$ cat config.mk
export PLATFORM = sky130hd
export DESIGN_NAME = ips_top
export DESIGN_NICKNAME = d
export VERILOG_FILES = /design/src/verilog/ips_pkg.sv /design/src/verilog/ips_arbiter.sv /design/src/verilog/ips_top.sv
export VERILOG_INCLUDE_DIRS = /design/src /design/src/verilog
export SDC_FILE = /design/constraint.sdc
export NUM_CORES = 1
export LEC_CHECK = 0
export BUFFER_PORTS_ARGS = -buffer_cell sky130_fd_sc_hd__buf_2
export CORE_MARGIN = 2
export CORE_UTILIZATION = 30
export DETAILED_ROUTE_END_ITERATION = 10
export HOLD_SLACK_MARGIN = 0.02
export PLACE_DENSITY = 0.62
export SYNTH_ARGS = -nofsm -noshare
export SYNTH_HDL_FRONTEND = slang
export SYNTH_HIERARCHICAL = 1
export SYNTH_SLANG_ARGS = --single-unit
$ cat constraint.sdc
create_clock -name I_CORE_CLK -period 5.4 [get_ports I_CORE_CLK]
set_clock_uncertainty 0.2 [all_clocks]
set_input_delay 0.27 -clock I_CORE_CLK [delete_from_list [all_inputs] [get_ports I_CORE_CLK]]
set_output_delay 0.27 -clock I_CORE_CLK [all_outputs]
set_load 0.005 [all_outputs]
$ cat src/verilog/ips_regs.svh
// Purpose: Register offsets, field positions and reset values of the priority block
// Assumes: 32-bit AXI4-Lite data, one register per aligned word
// Notes:   Definitions only
`ifndef IPS_REGS_SVH
`define IPS_REGS_SVH

`define IPS_OFF_PRIO        8'h00
`define IPS_OFF_CTRL_ONE    8'h04
`define IPS_OFF_FLAGS       8'h08
`define IPS_OFF_ENABLES     8'h0C
`define IPS_OFF_SERVICE     8'h10

// Priority field positions (low bit of each three-bit field)
`define IPS_POS_TIMER_SIX   12
`define IPS_POS_DMA_FOUR    8
`define IPS_POS_COMPARE_8   0

`define IPS_POS_NEST_DIS    15

`define IPS_PRIO_RESET      3'h4
`define IPS_PRIO_REG_RESET  16'h4404
`define IPS_PRIO_REG_MASK   16'h7707

`define IPS_RESP_OKAY       2'h0
`define IPS_RESP_SLVERR     2'h2

`endif

$ cat src/verilog/ips_pkg.sv
// Purpose: Types shared by the priority block
// Assumes: Three sources, three-bit levels
// Notes:   Constants live in ips_regs.svh
package ips_pkg;

    typedef logic [2:0] ips_lvl_t;

    typedef struct packed {
        ips_lvl_t [2:0] prio;
        logic           nest_dis;
        logic [2:0]     flags;
        logic [2:0]     enab;
        logic [7:0]     active;
        logic           aw_held;
        logic [7:0]     aw_addr;
        logic           w_held;
        logic [31:0]    w_data;
        logic [3:0]     w_strb;
        logic           awrdy;
        logic           wrdy;
        logic           bvalid;
        logic [1:0]     bresp;
        logic           arrdy;
        logic           rvalid;
        logic [1:0]     rresp;
        logic [31:0]    rdata;
        logic           irq;
        logic           req;
        logic [1:0]     req_id;
        ips_lvl_t       req_lvl;
    } ips_state_s;

endpackage : ips_pkg

$ cat src/verilog/ips_arbiter.sv
// Purpose: Pick the highest-level pending source
// Assumes: Level zero never wins; caller masks disabled sources
// Notes:   Equal levels resolve to the lowest index
`timescale 1ns/1ns
module ips_arbiter #(
    parameter int N_SRC = 3,
    parameter int LVL_W = 3
) (
    input  wire logic [N_SRC-1:0]            i_pend,
    input  wire logic [N_SRC-1:0][LVL_W-1:0] i_lvl,
    output logic                             o_valid,
    output logic [1:0]                       o_id,
    output logic [LVL_W-1:0]                 o_lvl
);
    if (N_SRC < 1 || N_SRC > 4) begin : g_chk
        $error("ips_arbiter: N_SRC must be 1 to 4");
    end

    always_comb begin
        o_valid = 1'b0;
        o_id    = 2'h0;
        o_lvl   = '0;
        for (int i = 0; i < N_SRC; i++) begin
            // Strict compare keeps the earlier source on a tie
            if (i_pend[i] && i_lvl[i] != '0 && i_lvl[i] > o_lvl) begin // RQ2 RQ3
                o_valid = 1'b1;
                o_id    = 2'(i);
                o_lvl   = i_lvl[i];
            end
        end
    end
endmodule : ips_arbiter

$ cat src/verilog/ips_top.sv
// Purpose: Priority setup and arbitration for three interrupt sources
// Assumes: Source events and CPU handshakes are on I_CORE_CLK
// Notes:   AXI4-Lite slave, one write and one read at a time
//
// Overview of operation
// RQ1 - With nesting disable set, no new request is raised while any level is in service.
// RQ2 - Each source takes its level from its priority field and arbitration uses those levels.
// RQ3 - Sources may share one non-zero level; ties go to the lowest source index.
// RQ4 - Reset loads every priority field with level four.
// RQ5 - Software clears a source's pending flag before enabling it.
// RQ6 - A source only requests service once its enable bit is set.
// RQ7 - Fields are three bits, zero disables a source, unimplemented bits read zero.
//
// Our own choices: the AXI4-Lite slave port and the register addresses.
`timescale 1ns/1ns
`include "ips_regs.svh"
module ips_top #(
    parameter int ADDR_W = 8
) (
    input  wire logic              I_CORE_CLK,
    input  wire logic              I_RST_N,
    input  wire logic              I_AWVALID,
    output logic                   O_AWREADY,
    input  wire logic [ADDR_W-1:0] I_AWADDR,
    input  wire logic              I_WVALID,
    output logic                   O_WREADY,
    input  wire logic [31:0]       I_WDATA,
    input  wire logic [3:0]        I_WSTRB,
    output logic                   O_BVALID,
    input  wire logic              I_BREADY,
    output logic [1:0]             O_BRESP,
    input  wire logic              I_ARVALID,
    output logic                   O_ARREADY,
    input  wire logic [ADDR_W-1:0] I_ARADDR,
    output logic                   O_RVALID,
    input  wire logic              I_RREADY,
    output logic [31:0]            O_RDATA,
    output logic [1:0]             O_RRESP,
    input  wire logic [2:0]        I_SRC_EVENT,
    input  wire logic              I_CPU_ACK,
    input  wire logic              I_CPU_DONE,
    output logic                   O_IRQ,
    output logic                   O_CPU_REQ,
    output logic [1:0]             O_CPU_REQ_ID,
    output logic [2:0]             O_CPU_REQ_LVL
);
    if (ADDR_W < 5 || ADDR_W > 8) begin : g_chk
        $error("ips_top: ADDR_W must be 5 to 8");
    end

    ////////////////////////////////////////////////////////////////////////////
    // Reset image

    localparam ips_pkg::ips_state_s RST_ST = '{
        prio:    {`IPS_PRIO_RESET, `IPS_PRIO_RESET, `IPS_PRIO_RESET},
        nest_dis: 1'b0,
        flags:   3'h0,
        enab:    3'h0,
        active:  8'h00,
        aw_held: 1'b0,
        aw_addr: 8'h00,
        w_held:  1'b0,
        w_data:  32'h0000_0000,
        w_strb:  4'h0,
        awrdy:   1'b1,
        wrdy:    1'b1,
        bvalid:  1'b0,
        bresp:   `IPS_RESP_OKAY,
        arrdy:   1'b1,
        rvalid:  1'b0,
        rresp:   `IPS_RESP_OKAY,
        rdata:   32'h0000_0000,
        irq:     1'b0,
        req:     1'b0,
        req_id:  2'h0,
        req_lvl: 3'h0
    };

    ips_pkg::ips_state_s st;
    ips_pkg::ips_state_s next_st;

    ////////////////////////////////////////////////////////////////////////////
    // Arbitration among enabled, flagged sources

    logic [2:0]        pend;
    logic              win_valid;
    logic [1:0]        win_id;
    ips_pkg::ips_lvl_t win_lvl;

    assign pend = st.flags & st.enab; // RQ6

    ips_arbiter #(
        .N_SRC (3),
        .LVL_W (3)
    ) u_arb (
        .i_pend  (pend),
        .i_lvl   (st.prio),
        .o_valid (win_valid),
        .o_id    (win_id),
        .o_lvl   (win_lvl)
    );

    ////////////////////////////////////////////////////////////////////////////
    // Helpers

    function automatic logic [15:0] merge16(input logic [15:0] old_v,
                                            input logic [31:0] wd,
                                            input logic [3:0]  be);
        logic [15:0] r;
        r = old_v;
        if (be[0]) begin
            r[7:0] = wd[7:0];
        end
        if (be[1]) begin
            r[15:8] = wd[15:8];
        end
        return r;
    endfunction : merge16

    function automatic logic [15:0] prio_word(input ips_pkg::ips_state_s s);
        logic [15:0] r;
        r = 16'h0000; // RQ7
        r[`IPS_POS_TIMER_SIX +: 3] = s.prio[0];
        r[`IPS_POS_DMA_FOUR  +: 3] = s.prio[1];
        r[`IPS_POS_COMPARE_8 +: 3] = s.prio[2];
        return r;
    endfunction : prio_word

    function automatic logic [2:0] top_level(input logic [7:0] act);
        logic [2:0] r;
        r = 3'h0;
        for (int l = 1; l < 8; l++) begin
            if (act[l]) begin
                r = 3'(l);
            end
        end
        return r;
    endfunction : top_level

    ////////////////////////////////////////////////////////////////////////////
    // Next state

    always_comb begin
        logic        do_wr;
        logic [7:0]  wa;
        logic [7:0]  ra;
        logic [15:0] pw;
        logic [15:0] cw;
        logic [2:0]  clr;
        logic [2:0]  cur;
        logic        may_req;
        do_wr   = 1'b0;
        wa      = 8'h00;
        ra      = 8'h00;
        pw      = 16'h0000;
        cw      = 16'h0000;
        clr     = 3'h0;
        cur     = 3'h0;
        may_req = 1'b0;
        next_st = st;

        // Address and data may arrive in either order
        if (I_AWVALID && st.awrdy) begin
            next_st.aw_held = 1'b1;
            next_st.aw_addr = 8'(I_AWADDR);
        end
        if (I_WVALID && st.wrdy) begin
            next_st.w_held = 1'b1;
            next_st.w_data = I_WDATA;
            next_st.w_strb = I_WSTRB;
        end
        if (st.bvalid && I_BREADY) begin
            next_st.bvalid = 1'b0;
        end

        do_wr = st.aw_held && st.w_held && !st.bvalid;
        if (do_wr) begin
            wa = {st.aw_addr[7:2], 2'b00};
            next_st.aw_held = 1'b0;
            next_st.w_held  = 1'b0;
            next_st.bvalid  = 1'b1;
            next_st.bresp   = `IPS_RESP_OKAY;
            unique case (wa)
                `IPS_OFF_PRIO: begin
                    pw = merge16(prio_word(st), st.w_data, st.w_strb);
                    next_st.prio[0] = pw[`IPS_POS_TIMER_SIX +: 3]; // RQ2
                    next_st.prio[1] = pw[`IPS_POS_DMA_FOUR  +: 3];
                    next_st.prio[2] = pw[`IPS_POS_COMPARE_8 +: 3];
                end
                `IPS_OFF_CTRL_ONE: begin
                    cw = merge16({st.nest_dis, 15'h0000}, st.w_data, st.w_strb);
                    next_st.nest_dis = cw[`IPS_POS_NEST_DIS]; // RQ1
                end
                `IPS_OFF_FLAGS: begin
                    if (st.w_strb[0]) begin
                        clr = st.w_data[2:0]; // RQ5
                    end
                end
                `IPS_OFF_ENABLES: begin
                    if (st.w_strb[0]) begin
                        next_st.enab = st.w_data[2:0]; // RQ6
                    end
                end
                `IPS_OFF_SERVICE: begin
                end
                default: begin
                    next_st.bresp = `IPS_RESP_SLVERR;
                end
            endcase
        end
        // Write-one-to-clear; a new event in the same cycle survives
        next_st.flags = (st.flags & ~clr) | I_SRC_EVENT;

        next_st.awrdy = !next_st.aw_held && !next_st.bvalid;
        next_st.wrdy  = !next_st.w_held && !next_st.bvalid;

        // Read channel
        if (st.rvalid && I_RREADY) begin
            next_st.rvalid = 1'b0;
            next_st.arrdy  = 1'b1;
        end
        if (I_ARVALID && st.arrdy) begin
            ra = {8'(I_ARADDR) & 8'hFC};
            next_st.arrdy  = 1'b0;
            next_st.rvalid = 1'b1;
            next_st.rresp  = `IPS_RESP_OKAY;
            next_st.rdata  = 32'h0000_0000;
            unique case (ra)
                `IPS_OFF_PRIO:     next_st.rdata[15:0] = prio_word(st); // RQ7
                `IPS_OFF_CTRL_ONE: next_st.rdata[`IPS_POS_NEST_DIS] = st.nest_dis;
                `IPS_OFF_FLAGS:    next_st.rdata[2:0] = st.flags;
                `IPS_OFF_ENABLES:  next_st.rdata[2:0] = st.enab;
                `IPS_OFF_SERVICE:  next_st.rdata[10:0] = {top_level(st.active), st.active};
                default:           next_st.rresp = `IPS_RESP_SLVERR;
            endcase
        end

        // Service tracking: one active bit per level in service
        if (I_CPU_DONE) begin
            next_st.active[top_level(st.active)] = 1'b0;
        end
        if (I_CPU_ACK && st.req) begin
            next_st.active[st.req_lvl] = 1'b1;
        end
        cur = top_level(next_st.active);

        // Only a strictly higher level preempts, so equal levels never nest
        if (st.nest_dis) begin
            may_req = (next_st.active == 8'h00); // RQ1
        end else begin
            may_req = (win_lvl > cur); // RQ2 RQ3
        end
        next_st.req     = win_valid && may_req && !(I_CPU_ACK && st.req);
        next_st.req_id  = win_id;
        next_st.req_lvl = win_lvl;
        next_st.irq     = |(next_st.flags & next_st.enab);
    end

    always_ff @(posedge I_CORE_CLK) begin
        if (!I_RST_N) begin
            st <= RST_ST; // RQ4
        end else begin
            st <= next_st;
        end
    end

    ////////////////////////////////////////////////////////////////////////////
    // Outputs

    assign O_AWREADY     = st.awrdy;
    assign O_WREADY      = st.wrdy;
    assign O_BVALID      = st.bvalid;
    assign O_BRESP       = st.bresp;
    assign O_ARREADY     = st.arrdy;
    assign O_RVALID      = st.rvalid;
    assign O_RDATA       = st.rdata;
    assign O_RRESP       = st.rresp;
    assign O_IRQ         = st.irq;
    assign O_CPU_REQ     = st.req;
    assign O_CPU_REQ_ID  = st.req_id;
    assign O_CPU_REQ_LVL = st.req_lvl;

endmodule : ips_top
==> results of run 1 <==
[cells by family after synthesis]
kind of cell	Yosys count
buffers and inverters	71
AOI/OAI and AO/OA	99
other	1
adders and majority gates	13
and+or+nand+nor	180
muxes	16
DFF	73
[synthesized netlist by cell type, types with 3 or more instances]
master,n,area [um2]
maj3_1,3,30.03
a22oi_1,4,30.03
a21oi_1,9,45.04
nor4_1,3,18.77
o21bai_1,3,22.52
dfxtp_1,73,1461
o31ai_1,4,30.03
nand2b_1,8,50.05
nor2b_1,20,125.1
mux2_2,5,56.30
nand2_1,72,270.3
and2_1,16,100.1
inv_1,12,45.04
nor3b_1,4,30.03
mux2i_1,11,110.1
o22ai_1,3,18.77
a32oi_1,3,26.28
a31oi_1,3,18.77
a211oi_1,3,22.52
clkbuf_1,14,52.55
a21boi_2,3,33.78
a21boi_1,7,52.55
nor2_1,19,71.32
a21o_1,4,30.03
o21ai_1,3,15.01
ha_1,9,112.6
o21a_1,4,30.03
buf_4,41,307.8
o21ai_0,8,40.04
nand3_1,16,80.08
nor3_1,3,15.01
and3_1,3,18.77
a21boi_0,25,187.7
[flip-flops by register name, summed over array words and instances (netlist names)]
signal / flops
O_RRESP: 1
O_IRQ: 1
O_CPU_REQ: 1
O_RDATA: 15
O_ARREADY: 1
O_WREADY: 1
O_BVALID: 1
st: 44
O_RVALID: 1
O_AWREADY: 1
O_CPU_REQ_LVL: 3
O_CPU_REQ_ID: 2
O_BRESP: 1
[cells in the final DEF, fill, tap and decap left out, types with 3 or more instances in the layout]
master,count
a21boi_1,7
a31oi_1,3
a21boi_0,25
dfxtp_1,73
o21ai_1,3
nor2b_1,20
nand3_1,16
o21bai_1,3
a21boi_2,3
o21ai_0,8
ha_1,9
maj3_1,3
nand2b_1,8
nand2_1,72
o22ai_1,3
clkbuf_16,9
nor2_1,19
nor3_1,3
nor4_1,3
a32oi_1,3
a21o_1,4
nor3b_1,4
a21oi_1,9
o21a_1,4
a211oi_1,3
and2_1,16
mux2i_1,11
and3_1,3
o31ai_1,4
mux2_2,5
conb_1,19
dlygate4sd3_1,21
buf_2,64
a22oi_1,4
inv_1,12
[layer usage]
layer / part of all wire / wire length, um
met2: 0.47 / 4047
met3: 0.043 / 366
met4: 0.019 / 165
met5: 0 / 0
met1: 0.47 / 4003
[through the flow]
| stage | instances | total power, W |
|---|---|---|
| 2_1_floorplan | 471 | 0.0006515 |
| 3_5_place_dp | 649 | 0.0006743 |
| 3_3_place_gp | 649 | 0.0006714 |
| 6_report | 686 | 0.001293 |
| 4_1_cts | 686 | 0.001308 |
| 5_1_grt | 686 | 0.001345 |
[where the power goes]
part	internal (W)	switching, W
Clock	0.000376	0.000244
Combinational	0.0000470	0.0000540
Sequential	0.000558	0.0000139
Total	0.000981	0.000312
[critical path: stages, from the launching register on]
cell      delay (ns)
dfxtp_1         0.31
and2_1          0.19
and2_1          0.20
ha_1            0.27
and3_1          0.21
a211o_1         0.31
o21bai_1        0.23
and2_1          0.17
ha_1            0.23
nor2b_1         0.14
o21ai_1         0.24
a21o_1          0.27
a31oi_1         0.15
ha_1            0.33
nor2b_1         0.13
o21ai_0         0.15
nand2b_1        0.08
a32o_1          0.21
[worst max-delay path by stage]
stage             from        end  depth (start not counted)
6_report       st[102]  O_CPU_REQ                         17
5_1_grt        st[105]  O_CPU_REQ                         17
4_1_cts        st[102]  O_CPU_REQ                         17
3_5_place_dp   st[102]  O_CPU_REQ                         17
3_3_place_gp   st[102]  O_CPU_REQ                         17
2_1_floorplan  st[102]  O_CPU_REQ                         17
[what timing repair did]
action / CTS / global route
endpoints found under the setup margin: 0 / 0
resized for setup: 0 / 0
hold buffers: 21 / 0
endpoints found under the hold margin: 21 / 0
[final cells by class]
type                       count  area share
multi-input combinational    327      0.4441
sequential                    73      0.3161
timing repair buffer          85      0.1147
clock buffer                  10     0.05169
tap                          172     0.04655
clock inverter                 6     0.01624
inverter                      13     0.01055
==> results.yml, run 1 <==
timing:
  setup_viol: 0
  setup_slack_ns: 1.269
  timing.hold.ws_ns: 0.04088
  finalHoldViolations: 0
  fmax_ghz: 0.2421
  tightest_slew_ns: 0.9983
  relSlewSlack: 0.3345
  fin_tns_setup_ns: 0
  fin_crit_ns: 4.131
  period_share: 0.7650
  rsz0062_at_grt: "no"
  slew_violations: 0
route:
  drtPass1Iterations: 5
  postRouteAntennaNets: 0
  num_vias: 3181
  drt-total-wl_mm: 8.583
  drt_iter0_markers: 223
  avgRoutedWirePerCell_um: 12.51
  drt-vias-per-instance: 4.637
  drc: 0
worst_setup_path:
  reg2reg_to: "O_CPU_REQ"
  reg2regPathDepth: 17
  end_kind: "flip-flop"
  r2r_start: "st[102]"
  crit_type: "reg -> reg"
  worst_setup_path_start_kind: "flip-flop"
  crit_arrival_ns: 4.16
  cp_max_fo: 5
  r2r_setup_slack_ns: 1.27
  worstPathRequired_ns: 5.43
pwr:
  power_leakage_nw: 1.935
  ir_drop_uv: 156.3
  pwr_density_cell_mw_per_mm2: 279.8
cts:
  cts_setup_buffers: 0
  cts_root_buffer: "clkbuf_16"
  insertion_delay_ns: 0.34
  clock_path_buffers: 2
  cts_tree: "built"
  cts_sinks: 73
  clk_pin_slew_worst_paths_ns: 0.06
  cts_buffers: 9
  cts_max_level: 3
cells_and_area:
  post-route-util: 0.3663
  nNetsFinal: 582
  seqCellArea_mm2: 0.001461
  multiInputGateArea_mm2: 0.002053
  syn_to_final_growth_pct: 19.23
  fin_area_mm2: 0.004623
  diodes: 0
  drive_above_1_share: 0.1946
  num-fill-cells: 1355
min_path:
  min_to: "st[107]"
  hold_path_class: "in -> reg"
  hold_depth: 3
  min-delay-start: "I_SRC_EVENT[2]"
global_routing:
  grt_use_met1: 0.1590
  gr-max-usage-layer: "met2"
  use_met3: 0.03876
  grt_max_degree: 71
  antenna_found_initial: 0
  grt_use_total: 0.1271
  grt_pass1_vias: 2987
  grt_pass1_wl_mm: 14.29
  met2_usage: 0.2006
  overflow: 0
job:
  maxCapViolations: 0
yosys:
  synth-compound-area-share: 0.1884
  netlist_area_mm2: 0.003877
  yosysUniqueCellTypes: 61
  synthXorXnorAreaFrac: 0
  muxShareOfSynthArea: 0.04292
  synthCells: 453
  async_flop_share: 0
  synth_adder_area_share: 0.03969
  synth_flop_cell: "dfxtp_1"
  synth.yosys.warnings: 6
  yosysSeqAreaShare: 0.3769
  synth_simple_gate_area_frac: 0.2401
  synth_top_family_by_area: "simple AND/OR/NAND/NOR gates"
  postSynthAreaPerCell_um2: 8.560
  ys_ff_latch: 73
  synth_edf_count: 0
floorplanning:
  rows: 41
  initial_utilization: 0.3073
  die_h_um: 117.7
  die-area_mm2: 0.01385
  coreArea_mm2: 0.01262
  die_x_um: 117.7
  io_pins: 112
outcome:
  status: "finished clean"
placed_design:
  hpwl_mm: 6.418
  place_area_mm2: 0.004099
  dp_slack_ns: 1.329
  globalplace.congestion: 0.8909
  port_buffers: 64
No activity file was read; power rests on OpenSTA's default activity.
==> run 2: changes to the inputs <==
==> constraint.sdc (replaced) <==
create_clock -name I_CORE_CLK -period 4 [get_ports I_CORE_CLK]
set_clock_uncertainty 0.2 [all_clocks]
set_input_delay 0.2 -clock I_CORE_CLK [delete_from_list [all_inputs] [get_ports I_CORE_CLK]]
set_output_delay 0.2 -clock I_CORE_CLK [all_outputs]
set_load 0.005 [all_outputs]
==> results.yml, run 2 (same netlist as run 1, synthesis figures left out) <==
outcome:
  status: "finished clean"
cts:
  clock_path_buffers: 2
  cts_max_level: 3
  cts_root_buffer: "clkbuf_16"
  cts_sinks: 73
  clk_pin_slew_worst_paths_ns: 0.06
  cts_buffers: 9
  insertion_delay_ns: 0.34
  cts_tree: "built"
floorplanning:
  coreArea_mm2: 0.01262
  die-area_mm2: 0.01385
  die_h_um: 117.7
  rows: 41
  initial_utilization: 0.3073
  io_pins: 112
  die_x_um: 117.7
worst_setup_path:
  crit_arrival_ns: 3.90
  slowest_stage: "dfxtp_1"
  worst_setup_path_start_kind: "flip-flop"
  cp_max_fo: 5
  worstPathRequired_ns: 4.03
  startpoint: "st[102]"
  crit_type: "reg -> reg"
  r2r_start: "st[102]"
  cp_common_cell: "ha_1"
  crit_path_cell_trace: "and2_4, and2_1, ha_1, and3_4, a211o_1, o21bai_2, and2_1, ha_1, nor2b_1, o21ai_2, a21o_1, a31oi_2, ha_1, nor2b_1, o21ai_1, nand2b_1, a32o_1"
  critPathMaxStageDelay_ns: 0.32
  r2r_setup_slack_ns: 0.13
  end_kind: "flip-flop"
route:
  drtPass1Iterations: 4
  drc: 0
  drt-vias-per-instance: 4.686
  postRouteAntennaNets: 0
  met1_length_mm: 3.913
  routed-wl-met3_um: 441
  wl_met2_mm: 4.331
  highest_layer: "met4"
  avgRoutedWirePerCell_um: 12.79
  drt-total-wl_mm: 8.890
  num_vias: 3257
  drt_iter0_markers: 127
cells_and_area:
  nNetsFinal: 591
  final_cell_mix: "dfxtp_1, nand2_1, buf_2"
  drive_above_1_share: 0.2294
  fin_area_mm2: 0.004763
  syn_to_final_growth_pct: 22.85
  diodes: 0
  largest_register_ffs: 44
  regMostFlops: "st"
  num-fill-cells: 1325
timing:
  period_share: 0.9675
  fin_crit_ns: 3.870
  fmax_ghz: 0.2584
  tightest_slew_ns: 1.011
  slew_violations: 0
  setup_slack_ns: 0.1300
  relSlewSlack: 0.3258
  finalHoldViolations: 0
  setup_viol: 0
placed_design:
  hpwl_mm: 6.459
  port_buffers: 64
  dp_slack_ns: -0.02201
  place_area_mm2: 0.004099
  globalplace.congestion: 0.9014
global_routing:
  overflow: 0
  antenna_found_initial: 0
  grt_pass1_wl_mm: 14.43
  grt_use_total: 0.1263
  grt_max_degree: 71
  grt_pass1_vias: 3049
min_path:
  min-delay-start: "I_ARADDR[4]"
  hold_path_class: "in -> reg"
pwr:
  ir_drop_uv: 193.3
  pwr_density_cell_mw_per_mm2: 364.6
  power_leakage_nw: 1.971
job:
  maxCapViolations: 0
==> run 2: worst paths after layout <==
kind | depth (start not counted) | endpoint
max | 17 | O_CPU_REQ
min | 4 | O_RDATA[14]
max reg2reg | 17 | O_CPU_REQ
min reg2reg | 2 | O_RDATA[7]
==> run 2: final cells by class <==
class,instances,area (um2),share of cell area
flip-flops and latches,73,1463,0.3071
repair buffers,94,603.1,0.1266
inverters,13,48.80,0.01024
clock inverters,7,82.58,0.01734
clock buffers,9,225.2,0.04728
multi-input cells,327,2126,0.4463
well taps,172,215.2,0.04518
==> run 2: through the flow <==
step,total power (W),hold WS (ns),utilization,TNS (ns),std cells
2_1_floorplan,0.0008795,0.1241,-,0,471
5_1_grt,0.001806,0.08889,0.3775,-0.03641,695
3_3_place_gp,0.0009066,0.2403,0.3248,0,649
3_5_place_dp,0.0009102,0.2442,0.3248,-0.02201,649
4_1_cts,0.001756,0.05442,0.3686,0,690
6_report,0.001737,0.06062,0.3775,0,695
==> run 2: timing repair <==
action	CTS	global route
setup endpoints to repair	1	1
pin swaps	1	7
endpoints found under the hold margin	25	0
buffers inserted	2	5
resized for setup	0	16
hold buffers	23	0
==> run 2: layer usage <==
metal  vias up  global-route usage
met2        92              0.2089
met5         -                   0
met3        18             0.03440
li1       1653                   -
met1      1494              0.1547
met4         0             0.05271
==> run 2: report_power, final <==
group | switching [W] | total, W | internal [W]
Clock | 0.000333 | 0.000827 | 0.000493
Combinational | 0.0000728 | 0.000138 | 0.0000648
Sequential | 0.0000193 | 0.000773 | 0.000753
==> run 2: worst max-delay path, delay by kind of cell (launching register included) <==
family                   cells  cell delay (ns)
AO/OA/AOI/OAI                7             1.35
AND/OR/NAND/NOR              7             1.04
adder cells (fa/ha/maj)      3             0.85
flip-flops                   1             0.32
